--- config.mk ---
export PLATFORM = sky130hd
export DESIGN_NAME = adcs_sequencer
export DESIGN_NICKNAME = d
export VERILOG_FILES = /design/src/common/adcs_pkg.sv /design/src/hw/adcs_sequencer.sv /design/src/hw/adcs_tad_gen.sv
export SDC_FILE = /design/constraint.sdc
export NUM_CORES = 1
export LEC_CHECK = 0
export BUFFER_PORTS_ARGS = -buffer_cell sky130_fd_sc_hd__buf_4
export CAP_MARGIN = 40
export CORE_ASPECT_RATIO = 0.7
export CORE_UTILIZATION = 50
export CTS_CLUSTER_DIAMETER = 50
export CTS_CLUSTER_SIZE = 28
export DETAILED_ROUTE_END_ITERATION = 16
export PLACE_DENSITY = 0.81
export SLEW_MARGIN = 20
export SYNTH_ARGS = -nofsm -noshare
export SYNTH_HDL_FRONTEND = slang
export SYNTH_HIERARCHICAL = 1
export SYNTH_SLANG_ARGS = --single-unit
--- constraint.sdc ---
create_clock -name CLK_SYS_I -period 3.8 [get_ports CLK_SYS_I]
set_input_delay 0.38 -clock CLK_SYS_I [delete_from_list [all_inputs] [get_ports CLK_SYS_I]]
set_output_delay 0.38 -clock CLK_SYS_I [all_outputs]
set_load 0.05 [all_outputs]
--- src/common/adcs_pkg.sv ---
package adcs_pkg;
  localparam int CLK_HZ = 50_000_000;
  localparam int TCY_NS = 80;
  localparam int CLK_NS = 20;
  localparam int TCY_CYCLES = (TCY_NS + CLK_NS - 1) / CLK_NS;
  localparam int CONV_TAD = 11;
  localparam int WAIT_TAD = 2;
  localparam int RC_DIV = 200;
  localparam logic [2:0] ACQ_NONE = 3'h0;
  localparam logic [1:0] CS_RC = 2'h3;
  localparam logic [9:0] RESULT_RST = 10'h000;
  localparam logic [7:0] PORT_RST = 8'h00;
  typedef enum logic [2:0] {ST_SAMPLE, ST_DELAY, ST_ACQ, ST_CONV, ST_WAIT} adcs_state_e;
endpackage

--- src/hw/adcs_sequencer.sv ---
// Function
// - hold capacitor disconnects from pin when conversion phase begins
// - acquisition select 000: go starts conversion after one instruction cycle, software times acquisition
// - nonzero acquisition select: keep sampling programmed bit periods, then convert
// - on completion clear go, set done flag, resume sampling selected channel
// - go does not separate acquisition end from conversion start and stays set; SAMPLE_ACTIVE_O clears at conversion start
// - each conversion lasts exactly eleven bit periods
// - clock select maps 2,4,8,16,32,64 oscillator periods or internal RC
// - acquisition select 000 delays conversion start by one instruction cycle
// - selected pin level converts regardless of its direction bit
// - port reads return zero for pins whose analog config bit is clear, and the pin level where it is set
// - clearing go during conversion aborts it immediately
// - aborted conversion leaves result pair unchanged
// - two bit periods wait after completion or abort, then acquisition restarts
// - acquisition select 010 samples four bit periods before converting
// - acquisition select maps to 0,2,4,6,8,12,16,20 bit periods
// - when enabled, go set means acquiring or converting, go clear means idle
// - justify bit set right justifies result, clear left justifies
// - reset returns the sequencer to its sample state and aborts any conversion
`timescale 1ns/1ps
`default_nettype none
module adcs_sequencer
  import adcs_pkg::*;
(
  input wire logic CLK_SYS_I,
  input wire logic SRST_I,
  input wire logic CONVERTER_ENABLE_I,
  input wire logic GO_SET_I,
  input wire logic GO_CLEAR_I,
  input wire logic [2:0] ACQUISITION_TIME_SELECT_I,
  input wire logic [2:0] CONVERSION_CLOCK_SELECT_I,
  input wire logic RESULT_JUSTIFY_SELECT_I,
  input wire logic RESULT_WRITE_I,
  input wire logic [15:0] RESULT_WRITE_DATA_I,
  input wire logic [7:0] ANALOG_CONFIG_I,
  input wire logic [7:0] PORT_PIN_I,
  input wire logic COMPARE_I,
  input wire logic DONE_FLAG_CLEAR_I,
  output logic GO_O,
  output logic CONVERSION_DONE_IRQ_FLAG_O,
  output logic HOLD_CAPACITOR_CONNECT_O,
  output logic SAMPLE_ACTIVE_O,
  output logic [9:0] DAC_TRIAL_O,
  output logic [7:0] RESULT_HIGH_BYTE_O,
  output logic [7:0] RESULT_LOW_BYTE_O,
  output logic [7:0] PORT_READ_O
);
  import adcs_pkg::*;
  adcs_state_e state_q;
  adcs_state_e state_d;
  logic go_q;
  logic flag_q;
  logic [4:0] tad_cnt_q;
  logic [4:0] tad_cnt_d;
  logic [1:0] dly_q;
  logic [9:0] sar_q;
  logic [9:0] res_q;
  logic [7:0] hi_q;
  logic [7:0] lo_q;
  logic [7:0] port_q;
  logic tad;
  logic run;
  logic abort;
  logic conv_end;
  logic acq_end;
  logic [4:0] acq_len;
  logic [3:0] bit_idx;
  logic [9:0] bit_mask;
  logic [9:0] sar_trial;
  logic [9:0] sar_next;

  function automatic logic [4:0] acq_tad(input logic [2:0] sel);
    case (sel)
      3'h0: acq_tad = 5'd0;
      3'h1: acq_tad = 5'd2;
      3'h2: acq_tad = 5'd4;
      3'h3: acq_tad = 5'd6;
      3'h4: acq_tad = 5'd8;
      3'h5: acq_tad = 5'd12;
      3'h6: acq_tad = 5'd16;
      default: acq_tad = 5'd20;
    endcase
  endfunction

  // an abort restarts the prescaler so the following wait is two full bit periods
  assign run = ((state_q == ST_ACQ) || (state_q == ST_CONV) || (state_q == ST_WAIT)) && !abort;
  adcs_tad_gen u_tad (
    .CLK_SYS_I(CLK_SYS_I),
    .SRST_I(SRST_I),
    .run_i(run),
    .clock_select_i(CONVERSION_CLOCK_SELECT_I),
    .tad_o(tad)
  );

  assign acq_len = acq_tad(ACQUISITION_TIME_SELECT_I);
  assign abort = GO_CLEAR_I && ((state_q == ST_ACQ) || (state_q == ST_CONV) || (state_q == ST_DELAY));
  assign acq_end = tad && (tad_cnt_q == acq_len - 5'd1);
  assign conv_end = tad && (tad_cnt_q == 5'(CONV_TAD - 1));
  assign bit_idx = 4'(CONV_TAD - 1) - 4'(tad_cnt_q);
  assign bit_mask = (tad_cnt_q >= 5'd1 && tad_cnt_q <= 5'd10) ? (10'h001 << bit_idx) : 10'h000;
  assign sar_trial = sar_q | bit_mask;
  // includes the decision of the current bit period, so the last bit reaches the result
  assign sar_next = (tad && bit_mask != 10'h000 && COMPARE_I) ? sar_trial : sar_q;

  always_comb
  begin
    state_d = state_q;
    tad_cnt_d = tad_cnt_q;
    if (tad)
      tad_cnt_d = tad_cnt_q + 5'd1;
    case (state_q)
      ST_SAMPLE:
        if (CONVERTER_ENABLE_I && GO_SET_I)
        begin
          tad_cnt_d = 5'd0;
          if (acq_len == 5'd0)
            state_d = ST_DELAY;
          else
            state_d = ST_ACQ;
        end
      ST_DELAY:
        if (dly_q == 2'(TCY_CYCLES - 1))
        begin
          state_d = ST_CONV;
          tad_cnt_d = 5'd0;
        end
      ST_ACQ:
        if (acq_end)
        begin
          state_d = ST_CONV;
          tad_cnt_d = 5'd0;
        end
      ST_CONV:
        if (conv_end)
        begin
          state_d = ST_WAIT;
          tad_cnt_d = 5'd0;
        end
      ST_WAIT:
        if (tad && tad_cnt_q == 5'(WAIT_TAD - 1))
          state_d = ST_SAMPLE;
      default:
        state_d = ST_SAMPLE;
    endcase
    if (abort)
    begin
      state_d = ST_WAIT;
      tad_cnt_d = 5'd0;
    end
    if (!CONVERTER_ENABLE_I)
      state_d = ST_SAMPLE;
  end

  always_ff @(posedge CLK_SYS_I)
  begin
    if (SRST_I)
    begin
      state_q <= ST_SAMPLE;
      tad_cnt_q <= 5'd0;
      dly_q <= 2'd0;
    end
    else
    begin
      state_q <= state_d;
      tad_cnt_q <= tad_cnt_d;
      dly_q <= (state_q == ST_DELAY) ? dly_q + 2'd1 : 2'd0;
    end
  end

  always_ff @(posedge CLK_SYS_I)
  begin
    if (SRST_I)
      go_q <= 1'b0;
    else if (!CONVERTER_ENABLE_I || abort || (state_q == ST_CONV && conv_end))
      go_q <= 1'b0;
    else if (state_q == ST_SAMPLE && GO_SET_I)
      go_q <= 1'b1;
  end

  always_ff @(posedge CLK_SYS_I)
  begin
    if (SRST_I)
      flag_q <= 1'b0;
    else if (state_q == ST_CONV && conv_end && !abort)
      flag_q <= 1'b1;
    else if (DONE_FLAG_CLEAR_I)
      flag_q <= 1'b0;
  end

  always_ff @(posedge CLK_SYS_I)
  begin
    if (SRST_I)
      sar_q <= RESULT_RST;
    else if (state_q != ST_CONV)
      sar_q <= RESULT_RST;
    else
      sar_q <= sar_next;
  end

  always_ff @(posedge CLK_SYS_I)
  begin
    if (SRST_I)
      res_q <= RESULT_RST;
    else if (state_q == ST_CONV && conv_end && !abort)
      res_q <= sar_next;
  end

  always_ff @(posedge CLK_SYS_I)
  begin
    if (SRST_I)
    begin
      hi_q <= 8'h00;
      lo_q <= 8'h00;
    end
    else if (state_q == ST_CONV && conv_end && !abort)
    begin
      hi_q <= RESULT_JUSTIFY_SELECT_I ? {6'h00, sar_next[9:8]} : sar_next[9:2];
      lo_q <= RESULT_JUSTIFY_SELECT_I ? sar_next[7:0] : {sar_next[1:0], 6'h00};
    end
    else if (RESULT_WRITE_I)
    begin
      hi_q <= RESULT_WRITE_DATA_I[15:8];
      lo_q <= RESULT_WRITE_DATA_I[7:0];
    end
  end

  always_ff @(posedge CLK_SYS_I)
  begin
    if (SRST_I)
      port_q <= PORT_RST;
    else
      port_q <= PORT_PIN_I & ANALOG_CONFIG_I;
  end

  assign GO_O = go_q;
  assign CONVERSION_DONE_IRQ_FLAG_O = flag_q;
  assign HOLD_CAPACITOR_CONNECT_O = (state_q != ST_CONV);
  assign SAMPLE_ACTIVE_O = CONVERTER_ENABLE_I && (state_q == ST_SAMPLE || state_q == ST_ACQ
    || state_q == ST_DELAY);
  assign DAC_TRIAL_O = sar_trial;
  assign RESULT_HIGH_BYTE_O = hi_q;
  assign RESULT_LOW_BYTE_O = lo_q;
  assign PORT_READ_O = port_q;
endmodule
`default_nettype wire

--- src/hw/adcs_tad_gen.sv ---
`timescale 1ns/1ps
`default_nettype none
module adcs_tad_gen
  import adcs_pkg::*;
(
  input wire logic CLK_SYS_I,
  input wire logic SRST_I,
  input wire logic run_i,
  input wire logic [2:0] clock_select_i,
  output logic tad_o
);
  logic [7:0] cnt_q;
  logic [7:0] cnt_d;
  logic [7:0] limit;
  function automatic logic [7:0] tad_div(input logic [2:0] sel);
    case (sel)
      3'h0: tad_div = 8'h02;
      3'h4: tad_div = 8'h04;
      3'h1: tad_div = 8'h08;
      3'h5: tad_div = 8'h10;
      3'h2: tad_div = 8'h20;
      3'h6: tad_div = 8'h40;
      default: tad_div = 8'(RC_DIV);
    endcase
  endfunction
  assign limit = tad_div(clock_select_i);
  assign tad_o = run_i && (cnt_q == limit - 8'h01);
  assign cnt_d = (!run_i || tad_o) ? 8'h00 : cnt_q + 8'h01;
  always_ff @(posedge CLK_SYS_I)
  begin
    if (SRST_I)
      cnt_q <= 8'h00;
    else
      cnt_q <= cnt_d;
  end
endmodule
`default_nettype wire

======== Word level (Yosys, flattened, before mapping) ========
Index checks and enable logic that the tools add are counted.
word-level totals
  word-level logic and storage cells ...... 122
  bits of input ports ..................... 47
  flip-flop bits (word level) ............. 54
  output and inout port bits .............. 38
operators by class
  bitwise operators ....................... 4
  muxes and demuxes ....................... 26
  shifts and indexed selects .............. 1
  magnitude comparators ................... 2
  equality and inequality tests ........... 31
  reductions and logical operators ........ 41
  add/subtract/negate cells ............... 6
operators with widths
  cell                                                  number
  2-to-1 mux 8 bit                                      6
  one-hot mux 8 bit (6 select lines)                    1
  one-hot mux 5 bit (7 select lines)                    1
  2-to-1 mux 5 bit                                      5
  equality test 3 bit (second input constant)           7
  2-to-1 mux 10 bit                                     2
  one-hot mux 5 bit (4 select lines)                    1
  2-to-1 mux 3 bit                                      6
  equality test 3 x 2 -> 1 bit (second input constant)  5
  one-hot mux 3 bit (5 select lines)                    1
  logical AND 1 bit                                     14
  inequality test 3 bit (second input constant)         4
  OR reduction 2 bit                                    6
  OR 10 bit                                             1
  AND reduction 5 bit                                   2
  nonzero test 10 bit                                   1
  left shift 1 x 4 -> 10 bit (first input constant)     1
  equality test 3 x 1 -> 1 bit (second input constant)  3
  logical NOT 3 bit                                     3
  adder 8 x 1 -> 8 bit (second input constant)          1
  bitwise AND 8 bit                                     1
  equality test 8 bit                                   1
  logical OR 1 bit                                      8
  inequality test 2 bit (second input constant)         4
  other kinds (20)                                      26

======== Logic depth before layout (Yosys ltp) ========
  depth in word-level cells ............... 12
  gate-level depth with buffers ........... 16
  depth with buffers taken out ............ 14

======== Cells and area by module ========
Netlist, hierarchy kept.
modules (own cells, without submodules)
  module          times used  cells an instance  area an instance (µm²)  seq. area each (µm²)
  adcs_sequencer  1           314                2685.1                  920.9
  adcs_tad_gen    1           56                 500.5                   160.2

======== Worst setup path before layout ========
No wires, ideal clock.
  kind .................................... input-to-reg
  start ................................... in CONVERSION_CLOCK_SELECT_I[1]
  end ..................................... reg hi_q[1], in the netlist RESULT_HIGH_BYTE_O[1]
  cell stages on the path ................. 15
  required time ........................... 3.667 ns
  slack ................................... 0.338 ns
  data arrival time ....................... 3.329 ns
  cell sequence ........................... nand2b_1 -> or2_2 -> ha_1 -> xor2_1 -> and4_1 -> a211oi_1 -> nor4_4 -> and2_1 -> buf_4 -> nand2b_2 -> or2_1 -> or3_4 -> clkbuf_1 -> nor4_2 -> a2111oi_2
on the way
  longest elaborated chain between the ends .. 10
  elaborated cells between the ends (all ways) .. 19
  classes of those cells .................. add/sub: 1; eq/ne: 6; mux: 4; reduce/logical: 8
RTL lines
  item                                         RTL line               text
  start, declared                              adcs_sequencer.sv:31   input wire logic [2:0] CONVERSION_CLOCK_SELECT_I,
  equality test 3 bit (tied with other cells)  adcs_tad_gen.sv:16     case (sel)
  one-hot mux 8 bit (6 select lines) *         adcs_tad_gen.sv:16
  subtractor 8 x 1 -> 8 bit *                  adcs_tad_gen.sv:27     assign tad_o = run_i && (cnt_q == limit - 8'h01);
  equality test 8 bit *                        adcs_tad_gen.sv:27
  logical AND 1 bit *                          adcs_tad_gen.sv:27
  named net tad                                adcs_sequencer.sv:61   logic tad;
  logical AND 1 bit (2 in a row)               adcs_sequencer.sv:103  assign sar_next = (tad && bit_mask != 10'h000 && COMPARE_I) ? sar_trial : sar_q;
  2-to-1 mux 10 bit                            adcs_sequencer.sv:103
  2-to-1 mux 8 bit                             adcs_sequencer.sv:217  hi_q <= RESULT_JUSTIFY_SELECT_I ? {6'h00, sar_next[9:8]} : sar_next[9:2];
  2-to-1 mux 8 bit                             adcs_sequencer.sv:215  else if (state_q == ST_CONV && conv_end && !abort)
  end signal, assigned                         adcs_sequencer.sv:217
  end signal, assigned                         adcs_sequencer.sv:222  hi_q <= RESULT_WRITE_DATA_I[15:8];
  end, declared                                adcs_sequencer.sv:58   logic [7:0] hi_q;
The timed path passes the listed nets; every way through them passes the cells marked *.
A chain may end at the register's enable or synchronous reset.

======== Worst setup path after layout ========
  start ................................... in CONVERSION_CLOCK_SELECT_I[1]
  end ..................................... reg hi_q[3], in the netlist RESULT_HIGH_BYTE_O[3]
The elaborated chain is that of the path after synthesis.

==> flow_metrics.env <==
export IMPL_period_share_pct=88.6
export IMPL_grt_antenna_before_repair=0
export IMPL_io_pins=85
export IMPL_yosysWarnings=6
export IMPL_rr_endpoint="RESULT_HIGH_BYTE_O[3]$_SDFFE_PP0P_"
export IMPL_cts_repair_resized=0
export IMPL_dp_hpwl_um=6270
export IMPL_slew_violations=0
export IMPL_gp_congestion=0.923
export IMPL_cts_root_buffer="clkbuf_8"
export IMPL_fin_crit_ns=3.37
export IMPL_htree_levels=2
export IMPL_synth_top_cells_by_count="54 x dfxtp_1, 37 x nor2_1, 22 x nor3_1"
export IMPL_critPathMaxFanout=13
export IMPL_synth_xor_xnor_area_share_pct=5.22
export IMPL_syn_num_nets=426
export IMPL_tritoncts="yes"
export IMPL_hold_start="ANALOG_CONFIG_I[3]"
export IMPL_core_um2=5930
export IMPL_synthFlopType="dfxtp_1"
export IMPL_num_vias=3095
export IMPL_rr_startpoint="u_tad/cnt_q[3]$_SDFF_PP0_"
export IMPL_fp_dieH_um=68.8
export IMPL_ir_worst_vdd_uv=138
export IMPL_end_kind="register"
export IMPL_routed_wl_um=8290
export IMPL_p_leak_nw=1.66
export IMPL_synthAdderAreaFrac_pct=3.53
export IMPL_hold_viol_final=0
export IMPL_nNetsFinal=498
export IMPL_cts_buffers=5
export IMPL_hold_buffers=0
export IMPL_arrival_ns=3.60
export IMPL_synth_edf_count=0
export IMPL_die_area_um2=6700
export IMPL_slew_headroom_pct=46.9
export IMPL_cts_buffer_depth=2
export IMPL_r2r_setup_slack_ns=0.86
export IMPL_grt_pass1_wl_um=13300
export IMPL_timing_setup_tns_ns=0
export IMPL_drtIter0Drc=308
export IMPL_area_growth_pct=23.3
export IMPL_synth_area_mux_share_pct=3.53
export IMPL_synth_top_family_by_area="simple AND/OR/NAND/NOR gates"
export IMPL_syn_avg_cell_area_um2=8.61
export IMPL_ys_types=67
export IMPL_fin_ws_ns=0.433
export IMPL_yosysTopAreaCell="dfxtp_1"
export IMPL_portBuffers=84
export IMPL_cts_sinks=54
export IMPL_post_drt_via_cell_ratio=5.97
export IMPL_hold_class="primary input to register"
export IMPL_grt_pass1_vias=2676
export IMPL_path_class="primary input to register"
export IMPL_grt_max_degree=34
export IMPL_post_cts_repair_setup_buffers=0
export IMPL_track_usage_pct=25.0
export IMPL_worstRegToRegCells=11
export IMPL_synthSimpleGateAreaFrac_pct=29.9
export IMPL_clkSlewWorstSetupHoldPaths_ns=0.10
export IMPL_tightest_slew_ns=0.797
export IMPL_fin_util_pct=66.3
export IMPL_hold_path_cell_count=3
export IMPL_max_freq_ghz=0.297
export IMPL_overflow=0
export IMPL_syn_inst=370
export IMPL_yosysMostFrequentCell="dfxtp_1"
export IMPL_wl_per_cell_um=16.0
export IMPL_required_ns=4.03
export IMPL_rsz0062_at_grt="no"
export IMPL_status="finished, final reports clean"
export IMPL_async_reset_ff_share_pct=0
export IMPL_ant_nets=0
export IMPL_maxCapViolations=0
export IMPL_chipWidth_um=97.4
export IMPL_ys_seq_area_share_pct=33.9
export IMPL_synth_top_area_share_pct=33.9
export IMPL_dr_pass1_iters=5
export IMPL_place_ws_ns=0.123
export IMPL_finalSetupViolations=0
export IMPL_place_area_um2=3830
export IMPL_start_util_pct=53.7
export IMPL_drive_gt1_share_pct=28.0
export IMPL_startpoint_type="primary input"
export IMPL_num_antenna_cells=0
export IMPL_stdcell_area_um2=3930
export IMPL_hold_end="PORT_READ_O[3]$_SDFF_PP0_"
export IMPL_synth_compound_area_share_pct=19.6
export IMPL_netlist_area_um2=3190
export IMPL_synth_area_top_cells="dfxtp_1 34%, nor2_1 4.4%, ha_1 3.5%"
export IMPL_clock_latency_ns=0.32
export IMPL_drc_errors=0
export IMPL_synth_seq_cells=54
export IMPL_rows=23
export IMPL_pwr_density_cell_nw_per_um2=297
export IMPL_finalClockSkew_ns=0.00365
==> logic make-up (layout without fill, tap and decap cells) <==
logic type | count (synthesis) | in the layout
mux | 11 | 11
simple gates | 165 | 165
xor+xnor | 19 | 19
fa+ha+maj | 9 | 9
flops | 54 | 54
compound gates | 84 | 84
buf+inv | 28 | 101
==> critical path: stages <==
cell and delay, ns:
buf_4 0.13, nand2b_1 0.17, or2_2 0.29, ha_1 0.24, xor2_1 0.23, and4_1 0.23
a211oi_1 0.07, nor4_4 0.33, and2_1 0.20, nand2b_2 0.11, or2_1 0.25, or3_4 0.44
nor2_8 0.16, nand3_1 0.11, a311oi_1 0.26
==> placed cells by master (no fill, tap or decap), types with 12 or more instances in the layout <==
cell     Yosys  routed
a21oi_1     15      15
nor3_1      22      22
nand3_1     14      14
nand2_1     20      20
nor2_1      37      37
o21ai_0     13      13
dfxtp_1     54      54
xor2_1      12      12
buf_4        3      88
==> where the power goes <==
group	internal (mW)	switching, mW
clock network	0.150	0.201
registers	0.583	0.0137
logic	0.0898	0.128
total	0.823	0.342
==> metrics by stage <==
step / hold WS (ns) / std cells / power, mW
floorplan: 0.405 / 370 / 0.744
global placement: 0.413 / 510 / 0.822
detailed placement: 0.420 / 510 / 0.827
CTS: 0.269 / 518 / 1.17
global route: 0.272 / 518 / 1.21
finish: 0.270 / 518 / 1.17
==> registers in the layout, indices dropped and copies added (netlist names) <==
register                    cells
sar_q                          10
PORT_READ_O                     8
RESULT_HIGH_BYTE_O              8
RESULT_LOW_BYTE_O               8
u_tad/cnt_q                     8
tad_cnt_q                       5
state_q                         3
dly_q                           2
CONVERSION_DONE_IRQ_FLAG_O      1
GO_O                            1
==> metal layers <==
layer  share of wire (%)  vias up  GRT usage, %
li1                    -     1500             -
met1                  47     1424          36.0
met2                  43      156          37.2
met3                 8.3       15          6.05
met4                 1.7        0          7.35
met5                   0        -             0
==> worst max path at each step <==
stage                            startpoint                            endpoint  slack, ns  cells past startpoint
2_1_floorplan  CONVERSION_CLOCK_SELECT_I[1]  RESULT_HIGH_BYTE_O[1]$_SDFFE_PP0P_       0.34                     15
3_3_place_gp   CONVERSION_CLOCK_SELECT_I[1]  RESULT_HIGH_BYTE_O[0]$_SDFFE_PP0P_       0.28                     14
3_5_place_dp   CONVERSION_CLOCK_SELECT_I[1]  RESULT_HIGH_BYTE_O[3]$_SDFFE_PP0P_       0.12                     15
4_1_cts        CONVERSION_CLOCK_SELECT_I[1]  RESULT_HIGH_BYTE_O[3]$_SDFFE_PP0P_       0.43                     15
5_1_grt        CONVERSION_CLOCK_SELECT_I[1]  RESULT_HIGH_BYTE_O[3]$_SDFFE_PP0P_       0.24                     15
6_report       CONVERSION_CLOCK_SELECT_I[1]  RESULT_HIGH_BYTE_O[3]$_SDFFE_PP0P_       0.43                     15
==> final cells by class <==
type,instances,area (um^2)
clock inverter,2,16.3
multi-input combinational,288,1980
inverter,5,18.8
fill,508,2000
tap,75,93.8
sequential,54,1080
timing repair buffer,88,661
clock buffer,6,82.6
(Power assumes the default switching activity.)
